<file path="config.mk">
export PLATFORM = sky130hd
export DESIGN_NAME = usxgmii_pcs_rate_adapt
export DESIGN_NICKNAME = d
export VERILOG_FILES = /design/src/core/usx_pkg.sv /design/src/core/usx_rate_fifo.sv /design/src/core/usxgmii_pcs_rate_adapt.sv
export VERILOG_INCLUDE_DIRS = /design/src /design/src/core
export SDC_FILE = /design/constraint.sdc
export NUM_CORES = 2
export LEC_CHECK = 0
export BUFFER_PORTS_ARGS = -buffer_cell sky130_fd_sc_hd__buf_2
export CAP_MARGIN = 20
export CORE_ASPECT_RATIO = 0.5
export CORE_MARGIN = 5
export CORE_UTILIZATION = 40
export DETAILED_ROUTE_END_ITERATION = 6
export HOLD_SLACK_MARGIN = 0.06
export PLACE_DENSITY_LB_ADDON = 0.15
export RECOVER_POWER = 100
export SLEW_MARGIN = 40
export SYNTH_ARGS = -nofsm -noshare
export SYNTH_HDL_FRONTEND = slang
export SYNTH_SLANG_ARGS = --single-unit
</file>
<file path="constraint.sdc">
create_clock -name MCLK_IN -period 8.35 [get_ports MCLK_IN]
set_clock_uncertainty 0.05 [all_clocks]
set_input_delay 0.835 -clock MCLK_IN [delete_from_list [all_inputs] [get_ports MCLK_IN]]
set_output_delay 0.835 -clock MCLK_IN [all_outputs]
set_load 0.005 [all_outputs]
</file>
<file path="src/core/usx_defs.svh">
/*
  Offsets, field positions, reset values and code words for the USXGMII
  coding sublayer with transmit rate adaptation.
  Assumes it is included by bare name from files that use the macros.
*/
`ifndef USX_DEFS_SVH
`define USX_DEFS_SVH

// register byte offsets on the 32-bit bus
`define USX_OFS_SD_CFG 8'h00
`define USX_OFS_LOCK_STAT 8'h04
`define USX_OFS_RST_CTRL 8'h08
`define USX_OFS_RADAPT_CFG 8'h0C
`define USX_OFS_IRQ_STAT 8'h10
`define USX_OFS_IRQ_MASK 8'h14
`define USX_OFS_SPEED 8'h18

// signal_detect_config fields
`define USX_SIGNAL_DETECT_POLARITY_BIT 0
`define USX_SD_USE_BIT 1
// pcs_lock_status fields
`define USX_LOCK_BIT 0
`define USX_SIGDET_BIT 1
// device_reset_control fields
`define USX_OW_DIS_BIT 0
// tx_rate_adapt_config fields
`define USX_MIN_GAP_LSB 0
`define USX_ADD_LSB 4
`define USX_DROP_LSB 12
`define USX_LF_DIS_BIT 20

// reset values
`define USX_MIN_GAP_RST 2'h1
`define USX_ADD_RST 5'h04
`define USX_DROP_RST 5'h08

// interrupt event bits
`define USX_EV_SIG_LOST 0
`define USX_EV_LOCK_LOST 1
`define USX_EV_ADD 2
`define USX_EV_DROP 3
`define USX_EV_W 4

// transmit FIFO shape, 72-bit words
`define USX_FIFO_DEPTH 16
`define USX_LVL_W 5

// XGMII code words
`define USX_IDLE_BYTE 8'h07
`define USX_TERM_BYTE 8'hFD
`define USX_SEQ_BYTE 8'h9C
`define USX_LF_CODE 8'h01
`define USX_RF_CODE 8'h02
`define USX_IDLE_WORD 64'h0707070707070707
`define USX_LF_WORD 64'h0100009C0100009C
`define USX_LF_CTL 8'h11
`define USX_ALL_CTL 8'hFF

`endif

</file>
<file path="src/core/usx_pkg.sv">
/*
  Types shared by the USXGMII coding sublayer files.
  Assumes nothing of its surroundings.
*/
package usx_pkg;
  // port speed selections, replication follows from them
  typedef enum logic [2:0] {SPD_10G, SPD_5G, SPD_2G5, SPD_1G, SPD_100M, SPD_10M} spd_e;
  typedef logic [71:0] xword_t;
  typedef logic [9:0] rep_t;
endpackage

</file>
<file path="src/core/usx_rate_fifo.sv">
/*
  Flip-flop FIFO of 72-bit XGMII words for transmit rate adaptation.
  Assumes the caller never pushes when full nor pops when empty.
*/
`timescale 1ns/1ps
`default_nettype none
`include "usx_defs.svh"
module usx_rate_fifo
  import usx_pkg::*;
(
  input wire logic clk_in,
  input wire logic rst_in,
  input wire logic push_in,
  input var xword_t wdata_in,
  input wire logic pop_in,
  output var xword_t rdata_out,
  output logic [`USX_LVL_W-1:0] level_out,
  output logic empty_out,
  output logic full_out
);
  xword_t mem_q [`USX_FIFO_DEPTH];
  logic [`USX_LVL_W-2:0] wr_q;
  logic [`USX_LVL_W-2:0] rd_q;
  logic [`USX_LVL_W-1:0] lvl_q;

  // storage, written at the write index
  always_ff @(posedge clk_in)
  begin
    if (push_in)
      mem_q[wr_q] <= wdata_in;
  end

  // pointers and fill level move together
  always_ff @(posedge clk_in)
  begin
    if (rst_in)
    begin
      wr_q <= '0;
      rd_q <= '0;
      lvl_q <= '0;
    end
    else
    begin
      if (push_in)
        wr_q <= wr_q + 1'b1;
      if (pop_in)
        rd_q <= rd_q + 1'b1;
      if (push_in && !pop_in)
        lvl_q <= lvl_q + 1'b1;
      else if (pop_in && !push_in)
        lvl_q <= lvl_q - 1'b1;
    end
  end

  assign rdata_out = mem_q[rd_q];
  assign level_out = lvl_q;
  assign empty_out = (lvl_q == '0);
  assign full_out = (lvl_q == `USX_LVL_W'(`USX_FIFO_DEPTH));
endmodule
`default_nettype wire

</file>
<file path="src/core/usxgmii_pcs_rate_adapt.sv">
/*
  USXGMII coding sublayer for one switch port: signal-detect qualification,
  block-lock status, receive replicator with fault overwrite, transmit
  rate adaptation with add/drop thresholds and local fault generation,
  APB registers and one level interrupt.
  Assumes one 25 MHz clock, synchronous active-high reset, and that the
  block-lock level and signal-detect pin are synchronous to that clock.
*/
// The APB slave port and the address map were chosen for this implementation.
`timescale 1ns/1ps
`default_nettype none
`include "usx_defs.svh"
// Operation
// - With signal-detect use at 0 the pin is ignored and a signal always counts as present.
// - With signal-detect use at 1 the pin decides whether a signal is present.
// - With signal-detect use at 1, a signal counts as detected only when the pin level equals the programmed polarity.
// - While no signal is detected, auto-negotiation is held in restart.
// - The lock flag reads 1 in block lock and 0 otherwise.
// - At reduced speed only the first word of each replication group is sampled.
// - Unless overwrite is disabled, a fault ordered set in a skipped replica replaces the next word.
// - Idles are added against a programmable add level counted in 72-bit words.
// - Idles are dropped against a programmable drop level counted in 72-bit words.
// - Local fault is sent while not aligned unless local fault generation is disabled.
// - Speeds 10, 100, 1000, 2500, 5000 and 10000 Mbps are supported, full duplex only.
module usxgmii_pcs_rate_adapt
  import usx_pkg::*;
(
  input wire logic MCLK_IN,
  input wire logic RST_IN,
  input wire logic PSEL_IN,
  input wire logic PENABLE_IN,
  input wire logic PWRITE_IN,
  input wire logic [7:0] PADDR_IN,
  input wire logic [31:0] PWDATA_IN,
  output logic [31:0] PRDATA_OUT,
  output logic PREADY_OUT,
  output logic PSLVERR_OUT,
  input wire logic SIGNAL_DETECT_IN,
  input wire logic RX_BLOCK_LOCK_IN,
  output logic ANEG_RESTART_OUT,
  input wire logic RX_VALID_IN,
  input wire logic [63:0] RXD_IN,
  input wire logic [7:0] RXC_IN,
  output logic RX_VALID_OUT,
  output logic [63:0] RXD_OUT,
  output logic [7:0] RXC_OUT,
  input wire logic TX_VALID_IN,
  input wire logic [63:0] TXD_IN,
  input wire logic [7:0] TXC_IN,
  output logic TX_READY_OUT,
  input wire logic LINE_READY_IN,
  output logic [63:0] TXD_OUT,
  output logic [7:0] TXC_OUT,
  output logic IRQ_OUT
);
  // fault ordered set in one 32-bit half of a word
  function automatic logic half_fault(input logic [31:0] d, input logic c);
    half_fault = c && d[7:0] == `USX_SEQ_BYTE && d[23:8] == 16'h0000
      && (d[31:24] == `USX_LF_CODE || d[31:24] == `USX_RF_CODE);
  endfunction

  // word made only of idles or only of fault ordered sets
  function automatic logic gap_word(input logic [63:0] d, input logic [7:0] c);
    gap_word = (c == `USX_ALL_CTL && d == `USX_IDLE_WORD)
      || (half_fault(d[31:0], c[0]) && half_fault(d[63:32], c[4]));
  endfunction

  // replication group size minus one for each speed
  function automatic rep_t rep_last(input spd_e s);
    case (s)
      SPD_5G: rep_last = 10'd1;
      SPD_2G5: rep_last = 10'd3;
      SPD_1G: rep_last = 10'd9;
      SPD_100M: rep_last = 10'd99;
      SPD_10M: rep_last = 10'd999;
      default: rep_last = 10'd0;
    endcase
  endfunction

  logic signal_detect_polarity_q;
  logic sd_use_q;
  logic ow_dis_q;
  logic lf_dis_q;
  logic [1:0] min_gap_q;
  logic [`USX_LVL_W-1:0] add_lvl_q;
  logic [`USX_LVL_W-1:0] drop_lvl_q;
  spd_e speed_q;
  logic [`USX_EV_W-1:0] irq_stat_q;
  logic [`USX_EV_W-1:0] irq_mask_q;
  logic [`USX_EV_W-1:0] events;
  logic sig_det_q;
  logic lock_q;
  logic access;
  logic wr_now;
  logic [31:0] rd_data;
  logic rd_err;

  // apb: one wait state, writes land on the edge that sees pready high
  assign access = PSEL_IN && PENABLE_IN;
  assign wr_now = access && PREADY_OUT && PWRITE_IN;

  // read mux and unmapped-address decode
  always_comb
  begin
    rd_data = 32'h0;
    rd_err = 1'b0;
    if (PADDR_IN == `USX_OFS_SD_CFG)
      rd_data = {30'h0, sd_use_q, signal_detect_polarity_q};
    else if (PADDR_IN == `USX_OFS_LOCK_STAT)
      rd_data = {30'h0, sig_det_q, lock_q};
    else if (PADDR_IN == `USX_OFS_RST_CTRL)
      rd_data = {31'h0, ow_dis_q};
    else if (PADDR_IN == `USX_OFS_RADAPT_CFG)
      rd_data = {11'h0, lf_dis_q, 3'h0, drop_lvl_q, 3'h0, add_lvl_q, 2'h0, min_gap_q};
    else if (PADDR_IN == `USX_OFS_IRQ_STAT)
      rd_data = {28'h0, irq_stat_q};
    else if (PADDR_IN == `USX_OFS_IRQ_MASK)
      rd_data = {28'h0, irq_mask_q};
    else if (PADDR_IN == `USX_OFS_SPEED)
      rd_data = {29'h0, speed_q};
    else
      rd_err = 1'b1;
  end

  // bus answer flops
  always_ff @(posedge MCLK_IN)
  begin
    if (RST_IN)
    begin
      PREADY_OUT <= 1'b0;
      PSLVERR_OUT <= 1'b0;
      PRDATA_OUT <= 32'h0;
    end
    else
    begin
      PREADY_OUT <= access && !PREADY_OUT;
      PSLVERR_OUT <= access && !PREADY_OUT && rd_err;
      if (access && !PREADY_OUT && !PWRITE_IN)
        PRDATA_OUT <= rd_data;
    end
  end

  // configuration registers; rate-adapt resets to the advised values
  always_ff @(posedge MCLK_IN)
  begin
    if (RST_IN)
    begin
      signal_detect_polarity_q <= 1'b1;
      sd_use_q <= 1'b0;
      ow_dis_q <= 1'b0;
      lf_dis_q <= 1'b0;
      min_gap_q <= `USX_MIN_GAP_RST;
      add_lvl_q <= `USX_ADD_RST;
      drop_lvl_q <= `USX_DROP_RST;
      speed_q <= SPD_10G;
      irq_mask_q <= '0;
    end
    else if (wr_now)
    begin
      if (PADDR_IN == `USX_OFS_SD_CFG)
      begin
        signal_detect_polarity_q <= PWDATA_IN[`USX_SIGNAL_DETECT_POLARITY_BIT];
        sd_use_q <= PWDATA_IN[`USX_SD_USE_BIT];
      end
      else if (PADDR_IN == `USX_OFS_RST_CTRL)
        ow_dis_q <= PWDATA_IN[`USX_OW_DIS_BIT];
      else if (PADDR_IN == `USX_OFS_RADAPT_CFG)
      begin
        min_gap_q <= PWDATA_IN[`USX_MIN_GAP_LSB +: 2];
        add_lvl_q <= PWDATA_IN[`USX_ADD_LSB +: `USX_LVL_W];
        drop_lvl_q <= PWDATA_IN[`USX_DROP_LSB +: `USX_LVL_W];
        lf_dis_q <= PWDATA_IN[`USX_LF_DIS_BIT];
      end
      else if (PADDR_IN == `USX_OFS_IRQ_MASK)
        irq_mask_q <= PWDATA_IN[`USX_EV_W-1:0];
      else if (PADDR_IN == `USX_OFS_SPEED && PWDATA_IN[2:0] <= 3'(SPD_10M))
        speed_q <= spd_e'(PWDATA_IN[2:0]);
    end
  end

  // sticky status: a new event wins over a write-one clear
  always_ff @(posedge MCLK_IN)
  begin
    if (RST_IN)
      irq_stat_q <= '0;
    else if (wr_now && PADDR_IN == `USX_OFS_IRQ_STAT)
      irq_stat_q <= (irq_stat_q & ~PWDATA_IN[`USX_EV_W-1:0]) | events;
    else
      irq_stat_q <= irq_stat_q | events;
  end

  // level interrupt, one cycle behind the status bits
  always_ff @(posedge MCLK_IN)
  begin
    if (RST_IN)
      IRQ_OUT <= 1'b0;
    else
      IRQ_OUT <= |(irq_stat_q & irq_mask_q);
  end

  // signal qualification; pin ignored when use is off
  always_ff @(posedge MCLK_IN)
  begin
    if (RST_IN)
    begin
      sig_det_q <= 1'b0;
      lock_q <= 1'b0;
      ANEG_RESTART_OUT <= 1'b1;
    end
    else
    begin
      sig_det_q <= !sd_use_q || (SIGNAL_DETECT_IN == signal_detect_polarity_q);
      lock_q <= RX_BLOCK_LOCK_IN;
      ANEG_RESTART_OUT <= !sig_det_q;
    end
  end

  sd_ignored_a: assert property (@(posedge MCLK_IN) disable iff (RST_IN)
    !sd_use_q && !$past(RST_IN) |=> sig_det_q)
    else $error("signal detect not forced while unused");
  sd_polarity_a: assert property (@(posedge MCLK_IN) disable iff (RST_IN)
    sd_use_q && !$past(RST_IN) |=> sig_det_q == ($past(SIGNAL_DETECT_IN) == $past(signal_detect_polarity_q)))
    else $error("signal detect does not follow pin and polarity");
  sd_mismatch_a: assert property (@(posedge MCLK_IN) disable iff (RST_IN)
    sd_use_q && SIGNAL_DETECT_IN != signal_detect_polarity_q |=> !sig_det_q)
    else $error("signal seen with wrong polarity");
  aneg_restart_a: assert property (@(posedge MCLK_IN) disable iff (RST_IN)
    !sig_det_q |=> ANEG_RESTART_OUT)
    else $error("no restart while signal lost");
  lock_flag_a: assert property (@(posedge MCLK_IN) disable iff (RST_IN)
    RX_BLOCK_LOCK_IN ##1 RX_BLOCK_LOCK_IN |-> lock_q)
    else $error("lock flag low in block lock");

  // receive replicator
  rep_t rep_cnt_q;
  logic fault_pend_q;
  logic [63:0] fault_d_q;
  logic [7:0] fault_c_q;
  logic replica_fault;

  assign replica_fault = half_fault(RXD_IN[31:0], RXC_IN[0])
    || half_fault(RXD_IN[63:32], RXC_IN[4]);

  // sample first word of each group; skipped fault sets overwrite the next one
  always_ff @(posedge MCLK_IN)
  begin
    if (RST_IN)
    begin
      rep_cnt_q <= '0;
      fault_pend_q <= 1'b0;
      fault_d_q <= 64'h0;
      fault_c_q <= 8'h00;
      RX_VALID_OUT <= 1'b0;
      RXD_OUT <= `USX_IDLE_WORD;
      RXC_OUT <= `USX_ALL_CTL;
    end
    else
    begin
      RX_VALID_OUT <= 1'b0;
      if (ow_dis_q)
        fault_pend_q <= 1'b0;
      if (RX_VALID_IN)
      begin
        if (rep_cnt_q == '0)
        begin
          RX_VALID_OUT <= 1'b1;
          RXD_OUT <= (fault_pend_q && !ow_dis_q) ? fault_d_q : RXD_IN;
          RXC_OUT <= (fault_pend_q && !ow_dis_q) ? fault_c_q : RXC_IN;
          fault_pend_q <= 1'b0;
          rep_cnt_q <= rep_last(speed_q);
        end
        else
        begin
          rep_cnt_q <= rep_cnt_q - 1'b1;
          if (replica_fault && !ow_dis_q)
          begin
            fault_pend_q <= 1'b1;
            fault_d_q <= RXD_IN;
            fault_c_q <= RXC_IN;
          end
        end
      end
    end
  end

  first_sample_a: assert property (@(posedge MCLK_IN) disable iff (RST_IN)
    RX_VALID_OUT |-> $past(rep_cnt_q) == '0 && $past(RX_VALID_IN))
    else $error("replica word was sampled");
  overwrite_off_a: assert property (@(posedge MCLK_IN) disable iff (RST_IN)
    ow_dis_q ##1 ow_dis_q |-> !fault_pend_q)
    else $error("fault overwrite armed while disabled");

  // transmit rate adaptation
  xword_t fifo_head;
  logic [`USX_LVL_W-1:0] fifo_lvl;
  logic fifo_empty;
  logic fifo_push;
  logic fifo_pop;
  logic in_gap;
  logic in_term;
  logic drop_now;
  logic add_now;
  logic lf_active;
  logic last_gap_q;
  logic [1:0] gap_cnt_q;
  logic [1:0] gap_inc;

  assign in_gap = gap_word(TXD_IN, TXC_IN);
  assign in_term = |(TXC_IN & {TXD_IN[63:56] == `USX_TERM_BYTE, TXD_IN[55:48] == `USX_TERM_BYTE,
    TXD_IN[47:40] == `USX_TERM_BYTE, TXD_IN[39:32] == `USX_TERM_BYTE,
    TXD_IN[31:24] == `USX_TERM_BYTE, TXD_IN[23:16] == `USX_TERM_BYTE,
    TXD_IN[15:8] == `USX_TERM_BYTE, TXD_IN[7:0] == `USX_TERM_BYTE});
  // drop only gap words above the drop level, once the minimum gap is kept
  assign drop_now = TX_VALID_IN && TX_READY_OUT && in_gap
    && fifo_lvl > drop_lvl_q && gap_cnt_q >= min_gap_q;
  assign fifo_push = TX_VALID_IN && TX_READY_OUT && !drop_now;
  assign lf_active = !lock_q && !lf_dis_q;
  // add an idle between frames below the add level, or on underrun
  assign add_now = LINE_READY_IN && !lf_active
    && (fifo_empty || (fifo_lvl < add_lvl_q && last_gap_q));
  assign fifo_pop = LINE_READY_IN && !lf_active && !add_now;
  // a gap word carries two 4-byte transactions
  assign gap_inc = (gap_cnt_q == 2'd3) ? 2'd3 : ((gap_cnt_q == 2'd2) ? 2'd3 : gap_cnt_q + 2'd2);
  assign events = {drop_now, add_now, lock_q && !RX_BLOCK_LOCK_IN,
    sig_det_q && ANEG_RESTART_OUT == 1'b0 && !(!sd_use_q || (SIGNAL_DETECT_IN == signal_detect_polarity_q))};

  usx_rate_fifo u_usx_rate_fifo (
    .clk_in(MCLK_IN),
    .rst_in(RST_IN),
    .push_in(fifo_push),
    .wdata_in({TXC_IN, TXD_IN}),
    .pop_in(fifo_pop),
    .rdata_out(fifo_head),
    .level_out(fifo_lvl),
    .empty_out(fifo_empty),
    .full_out()
  );

  // gap length kept since the last terminate, in transactions, saturating at 3
  always_ff @(posedge MCLK_IN)
  begin
    if (RST_IN)
      gap_cnt_q <= 2'd3;
    else if (fifo_push)
    begin
      if (in_term)
        gap_cnt_q <= 2'd0;
      else if (in_gap)
        gap_cnt_q <= gap_inc;
      else
        gap_cnt_q <= 2'd0;
    end
  end

  // mac-side ready leaves room for one more word next cycle
  always_ff @(posedge MCLK_IN)
  begin
    if (RST_IN)
      TX_READY_OUT <= 1'b0;
    else
      TX_READY_OUT <= fifo_lvl <= `USX_LVL_W'(`USX_FIFO_DEPTH - 2);
  end

  // line-side word: local fault, added idle or the fifo head
  always_ff @(posedge MCLK_IN)
  begin
    if (RST_IN)
    begin
      TXD_OUT <= `USX_LF_WORD;
      TXC_OUT <= `USX_LF_CTL;
      last_gap_q <= 1'b1;
    end
    else if (LINE_READY_IN)
    begin
      if (lf_active)
      begin
        TXD_OUT <= `USX_LF_WORD;
        TXC_OUT <= `USX_LF_CTL;
        last_gap_q <= 1'b1;
      end
      else if (add_now)
      begin
        TXD_OUT <= `USX_IDLE_WORD;
        TXC_OUT <= `USX_ALL_CTL;
        last_gap_q <= 1'b1;
      end
      else
      begin
        TXD_OUT <= fifo_head[63:0];
        TXC_OUT <= fifo_head[71:64];
        last_gap_q <= gap_word(fifo_head[63:0], fifo_head[71:64]);
      end
    end
  end

  min_gap_a: assert property (@(posedge MCLK_IN) disable iff (RST_IN)
    drop_now |-> gap_cnt_q >= min_gap_q && gap_cnt_q != 2'd0)
    else $error("drop cut into minimum gap");
  add_idle_a: assert property (@(posedge MCLK_IN) disable iff (RST_IN)
    LINE_READY_IN && !lf_active && fifo_lvl < add_lvl_q && last_gap_q
    |=> TXD_OUT == `USX_IDLE_WORD && TXC_OUT == `USX_ALL_CTL)
    else $error("no idle added below add level");
  drop_level_a: assert property (@(posedge MCLK_IN) disable iff (RST_IN)
    drop_now |-> fifo_lvl > drop_lvl_q && !fifo_push)
    else $error("word dropped at or below drop level");
  lf_send_a: assert property (@(posedge MCLK_IN) disable iff (RST_IN)
    LINE_READY_IN && !lock_q && !lf_dis_q
    |=> TXD_OUT == `USX_LF_WORD && TXC_OUT == `USX_LF_CTL)
    else $error("local fault missing while unaligned");
endmodule
`default_nettype wire

</file>
# Word-level counts from Yosys, hierarchy flattened

Memory sizes are Yosys's and may differ from the RTL's. A register that Yosys moved wholly into a read port is not among the register bits.
Index checks and enable logic that the tools add are counted.

Flip-flop bits (word level): 310
Bits in writable memories: 1152
Output and inout port bits: 182
Logic and storage cells: 233
Memories: 1

Memories:

| name                  | words | bits a word | read ports | clocked after memory_dff | wr ports | line                | RTL |
|---|---|---|---|---|---|---|---|
| u_usx_rate_fifo.mem_q | 16    | 72          | 1          | 1                        | 1        | usx_rate_fifo.sv:21 | `` xword_t mem_q [`USX_FIFO_DEPTH]; `` |

Add/subtract/negate cells: 6
$lt $le $gt $ge: 5
Eq/ne operators: 44
Muxes and demuxes: 40
Bitwise gates (word level): 13
Reduce and logical (&&, ||, !) cells: 92

Operators with widths:

| operator                                            | count |
|---|---|
| 2-to-1 mux 64 bit                                   | 3 |
| == test 64 x 59 -> 1 bit (second input constant)    | 2 |
| == test 8 bit (second input constant)               | 16 |
| logical NOT 16 bit                                  | 6 |
| 2-to-1 mux 21 bit                                   | 4 |
| case mux 10 bit (5 select lines)                    | 1 |
| == test 8 x 1 -> 1 bit (second input constant)      | 6 |
| == test 8 x 2 -> 1 bit (second input constant)      | 6 |
| logical AND 1 bit                                   | 47 |
| == test 8 x 5 -> 1 bit (second input constant)      | 3 |
| 2-to-1 mux 8 bit                                    | 3 |
| 2-to-1 mux 4 bit                                    | 5 |
| == test 8 x 4 -> 1 bit (second input constant)      | 2 |
| 2-to-1 mux 1 bit                                    | 16 |
| logical NOT 1 bit                                   | 14 |
| logical OR 1 bit                                    | 11 |
| logical NOT 10 bit                                  | 1 |
| 2-to-1 mux 10 bit                                   | 1 |
| 2-to-1 mux 5 bit                                    | 2 |
| subtractor 10 x 1 -> 10 bit (second input constant) | 1 |
| adder 4 x 1 -> 4 bit (second input constant)        | 2 |
| AND 4 bit                                           | 2 |
| AND 8 bit                                           | 1 |
| == test 8 x 3 -> 1 bit (second input constant)      | 1 |
| 29 further kinds                                    | 44 |

# Logic depth before layout (Yosys ltp)

Depth in word-level cells: 15
Depth in mapped cells: 17

# By module

A second synthesis with hierarchy kept.

Cells, all modules: 3199
Area total of the unflattened synthesis: 56047.5 µm²

Modules (own cells, without submodules):

| module                 | instances | cells an instance | area each (µm²) | seq. area each (µm²) |
|---|---|---|---|---|
| usx_rate_fifo          | 1         | 1864              | 43880.8         | 34933.5 |
| usxgmii_pcs_rate_adapt | 1         | 1335              | 12166.7         | 5605.4 |

# Worst setup path before layout

No wires, ideal clock.

Path kind: input port to flip-flop
Start point: input port TXD_IN[56]
End point: memory u_usx_rate_fifo.mem_q[0][0] (netlist name), enable pin
Library setup time: 0.591 ns
Data arrival time: 6.607 ns
Setup slack: 1.102 ns
Stages: 8
Path buffers: 1
Cells stage by stage: xor2_1 -> nand4_1 -> or3_1 -> a2111oi_2 -> a21oi_1 -> buf_2 -> nand2_1 -> nor3_1

Cells in the longest elaborated chain, start to end: 12

Ends and longest elaborated chain:

| what                                                                              | line                          | RTL |
|---|---|---|
| start: declaration                                                                | usxgmii_pcs_rate_adapt.sv:48  | `input wire logic [63:0] TXD_IN,` |
| == test 8 x 1 -> 1 bit (no source line) or == test 8 x 2 -> 1 bit (tied branches) | -                             |  |
| logical OR 1 bit (no source line)                                                 | -                             |  |
| logical AND 1 bit                                                                 | usxgmii_pcs_rate_adapt.sv:58  | `` half_fault = c && d[7:0] == `USX_SEQ_BYTE && d[23:8] == 16'h0000 `` |
| logical AND 1 bit                                                                 | usxgmii_pcs_rate_adapt.sv:65  | `\|\| (half_fault(d[31:0], c[0]) && half_fault(d[63:32], c[4]));` |
| logical OR 1 bit *                                                                | usxgmii_pcs_rate_adapt.sv:64  | `` gap_word = (c == `USX_ALL_CTL && d == `USX_IDLE_WORD) `` |
| logical AND 1 bit *                                                               | usxgmii_pcs_rate_adapt.sv:314 | `assign drop_now = TX_VALID_IN && TX_READY_OUT && in_gap` |
| logical AND 1 bit * (2 in a row)                                                  | usxgmii_pcs_rate_adapt.sv:315 | `&& fifo_lvl > drop_lvl_q && gap_cnt_q >= min_gap_q;` |
| logical NOT 1 bit *                                                               | usxgmii_pcs_rate_adapt.sv:316 | `assign fifo_push = TX_VALID_IN && TX_READY_OUT && !drop_now;` |
| logical AND 1 bit *                                                               | usxgmii_pcs_rate_adapt.sv:316 |  |
| via fifo_push                                                                     | usxgmii_pcs_rate_adapt.sv:297 | `logic fifo_push;` |
| 2-to-1 mux 1 bit *                                                                | usx_rate_fifo.sv:29           | `if (push_in)` |
| 2-to-1 mux 1 bit (not written as such) *                                          | usx_rate_fifo.sv:30           | `mem_q[wr_q] <= wdata_in;` |
| end: declaration                                                                  | usx_rate_fifo.sv:21           |  |

The timed path passes the listed nets; every way through them passes the cells marked *.

# Final worst setup path

Start point: input port TXD_IN[58]
End point: memory u_usx_rate_fifo.mem_q[4][21] (netlist name), enable pin

Cells in the longest elaborated chain, start to end: 12

Ends and longest elaborated chain:

| what                                                                              | line |
|---|---|
| == test 8 x 1 -> 1 bit (no source line) or == test 8 x 2 -> 1 bit (tied branches) | - |
| logical OR 1 bit (no source line)                                                 | - |
| logical AND 1 bit                                                                 | usxgmii_pcs_rate_adapt.sv:58 |
| logical AND 1 bit                                                                 | usxgmii_pcs_rate_adapt.sv:65 |
| logical OR 1 bit *                                                                | usxgmii_pcs_rate_adapt.sv:64 |
| logical AND 1 bit *                                                               | usxgmii_pcs_rate_adapt.sv:314 |
| logical AND 1 bit * (2 in a row)                                                  | usxgmii_pcs_rate_adapt.sv:315 |
| logical NOT 1 bit *                                                               | usxgmii_pcs_rate_adapt.sv:316 |
| logical AND 1 bit *                                                               | usxgmii_pcs_rate_adapt.sv:316 |
| 2-to-1 mux 1 bit *                                                                | usx_rate_fifo.sv:29 |
| 2-to-1 mux 1 bit (not written as such) *                                          | usx_rate_fifo.sv:30 |

Mark *: on every way between the ends. The rest lies on a longest branch, timed or not.

==> metrics <==
final wirelength=152,000 um; Die Wd=539 um; layout cells sized above 1=0.193; relative slew slack=-2.08; Final Hold Slack=0.282 ns; Die Area=0.148 mm^2; most frequent cells in the layout=edfxtp_1 (1,152), mux4_2 (310), dfxtp_1 (293), nand2_1 (275), clkbuf_1 (258); fillers=12,100; mapped cell area=0.0559 mm^2; Power Density=249 mW/mm^2; Initial Utilization=0.401; r2r endpoint=u_usx_rate_fifo.mem_q[6][31]$_DFFE_PP_; number of DRC markers in iteration 0=2,919; Post-CTS Hold Fix Bufs=0; Post-synth ARST share=0; Worst Hold Path EP=drop_lvl_q[3]$_SDFFE_PP1P_; post-detailed-route count of antenna-violating nets=0; sequential share of the synthesized area=0.725; Post-Synthesis Cells=3,241; CTS tree=built; Hold WC Path Type=in -> reg; Worst Path Max Fanout=20; reg2reg start=u_usx_rate_fifo.level_out[3]$_SDFFE_PP0P_; Total Neg Setup Slack=0 ns; fin area=0.0640 mm^2; Area contributors post-synth=edfxtp_1 (62%), mux4_2 (12%), dfxtp_1 (11%); worst vdd ir=0.000139 V; synth unique cells=58; RSZ-0062 raised after global routing=false; Synth top area share=0.619; clk buf depth=3; Worst Setup End Kind=flop; synth warn=0; Core Box Area=0.139 mm^2; # clock sinks=1,449; fin nets=3,814; Vias/cell=5.56; Site Rows=97; Fmax achieved=0.156 GHz; placed instance count=5,338; post-CTS setup buffer count=0; clk_lat worst skew=0.76 ns; Port-buffer cells=341; final hold violations=0; Power Total=15.9 mW; number of cells in the finished layout apart from fillers=5,590; post-CTS resize count=0; final RePlAce weighted congestion=0.764; Crit path arrival time=6.61 ns; vias in the first global route=31,000; top_reg_cell synth=edfxtp_1; cell taking the most area after synthesis=edfxtp_1; minimum clock period=6.42 ns; first-pass GRT wire length=220,000 um; Tcrit/Tclk final=0.769; CTS Buf Count=135; R2R depth=9; Worst-Margin Slew=4.62 ns; largest net degree at the start of global routing=104; DP HPWL=86,800 um; Max Cap Viol=9; Setup CP Type=in -> reg; commonest non-fill, non-tap cell in the layout=edfxtp_1; number of flops mapped to enable cells by yosys=1,152; DR WL/cell=27.1 um; clock transition at the registers of the reported paths=0.06 ns; status=finished with violations; hold_sp=PWDATA_IN[15]; internal reg-to-reg setup slack=3.25 ns; GRT Overall Usage=0.203; vias=31,100; Root Buffer=clkbuf_16; DRC viols=0; Crit path required time=8.54 ns; FF+latch count, synth=1,449; Leak=20.5 nW; First-pass DRT Iterations=5; final slew viol count=255; Avg Cell Area, Syn=17.2 um^2; CTS H-tree lvls=4; io pins=376; Remaining Overflow, GRT=0; failing checks=max-capacitance violations, max-slew violations; Area Overhead vs Synth=14.4%; final setup fails=0; Die Ht=274 um; initial antenna violation count=8; CP startpoint kind=input port; placed inst area=0.0599 mm^2; worst hold stages=3
==> worst max-delay path by stage <==
| stage | to | slack, ns | from |
|---|---|---|---|
| floorplan | u_usx_rate_fifo.mem_q[0][0]$_DFFE_PP_ | 1.10 | TXD_IN[56] |
| global placement | u_usx_rate_fifo.mem_q[15][11]$_DFFE_PP_ | 2.62 | TXD_IN[3] |
| detailed placement | u_usx_rate_fifo.mem_q[15][23]$_DFFE_PP_ | 2.66 | TXD_IN[3] |
| CTS | u_usx_rate_fifo.mem_q[15][20]$_DFFE_PP_ | 3.46 | TXD_IN[3] |
| global route | u_usx_rate_fifo.mem_q[4][21]$_DFFE_PP_ | 1.59 | TXD_IN[58] |
| finish | u_usx_rate_fifo.mem_q[4][21]$_DFFE_PP_ | 1.93 | TXD_IN[58] |
==> per-stage QoR <==
step	setup WS (ns)	utilization
2_1_floorplan	1.10	-
3_3_place_gp	2.62	0.428
3_5_place_dp	2.66	0.430
4_1_cts	3.46	0.462
5_1_grt	1.59	0.459
6_report	1.93	0.459
==> critical path, stage by stage <==
cell and delay [ns]:
clkbuf_1 0.71, nand4_1 0.46, nor4_1 0.44, nand3_1 0.32, a2111oi_0 1.54, a21oi_1 0.43
clkbuf_1 0.29, nand2_1 0.18, nor2_1 0.17, clkbuf_1 0.41, clkbuf_1 0.78
==> power by group <==
group          internal, mW  total, mW  switching [mW]
logic                 0.512       1.41           0.899
clock network          3.56       6.31            2.74
registers              8.04       8.19           0.146
total                  12.1       15.9            3.79
==> kinds of logic (layout without fill, tap and decap cells) <==
kind of cell,count (synthesis),in the layout,synth area share
buf+inv,242,692,0.0201
fa+ha+maj,24,24,0.00551
mux,406,406,0.142
compound gates,439,439,0.0498
other cells,1,19,0.0000671
xor+xnor,18,18,0.00282
flops,1449,1449,0.725
simple gates,662,662,0.0542
==> synth_stat cells, drive strengths merged (2+ instances only) <==
library cell and instances:
edfxtp 1152, mux4 310, dfxtp 297, nand2 276, nor2 175, a21oi 167
clkbuf 141, a22oi 111, mux2i 95, buf 73, o21ai 48, nor2b 43
a211oi 40, nand2b 35, o211ai 35, nor4 31, nor3 29, inv 26
nand4 24, ha 23, xor2 14, nor4b 12, nand3 11, a22o 7
o22ai 6, or3 6, a21o 5, and2 5, o21a 4, xnor2 4
a221oi 3, nand4b 3, a2111oi 2, a31oi 2, and3 2, clkinv 2
nand3b 2, nor4bb 2, o221ai 2, or4b 2
==> cell type report <==
| type | instances | area (um^2) | share of cell area |
|---|---|---|---|
| sequential | 1449 | 40500 | 0.634 |
| multi-input combinational | 1566 | 14300 | 0.224 |
| clock buffer | 188 | 3900 | 0.0609 |
| tap | 1881 | 2350 | 0.0368 |
| timing repair buffer | 416 | 2120 | 0.0331 |
| clock inverter | 60 | 591 | 0.00923 |
| inverter | 28 | 105 | 0.00164 |
| antenna | 2 | 5.00 | 0.0000783 |
==> layer usage <==
metal	up-vias	wire (um)	global-route usage
met5	-	27	0
met4	4	2240	0.0414
met3	167	9710	0.0432
met2	927	71600	0.324
met1	16500	68200	0.290
li1	13500	-	-
==> registers in the layout, indices dropped and copies added (netlist names), 8 cells and up, named ones only <==
register	count
RXC_OUT	8
PRDATA_OUT	15
fault_d_q	64
TXD_OUT	64
rep_cnt_q	10
u_usx_rate_fifo.mem_q	1152
RXD_OUT	64
fault_c_q	8
TXC_OUT	8
Note: power is estimated with default switching activity, not from simulation.
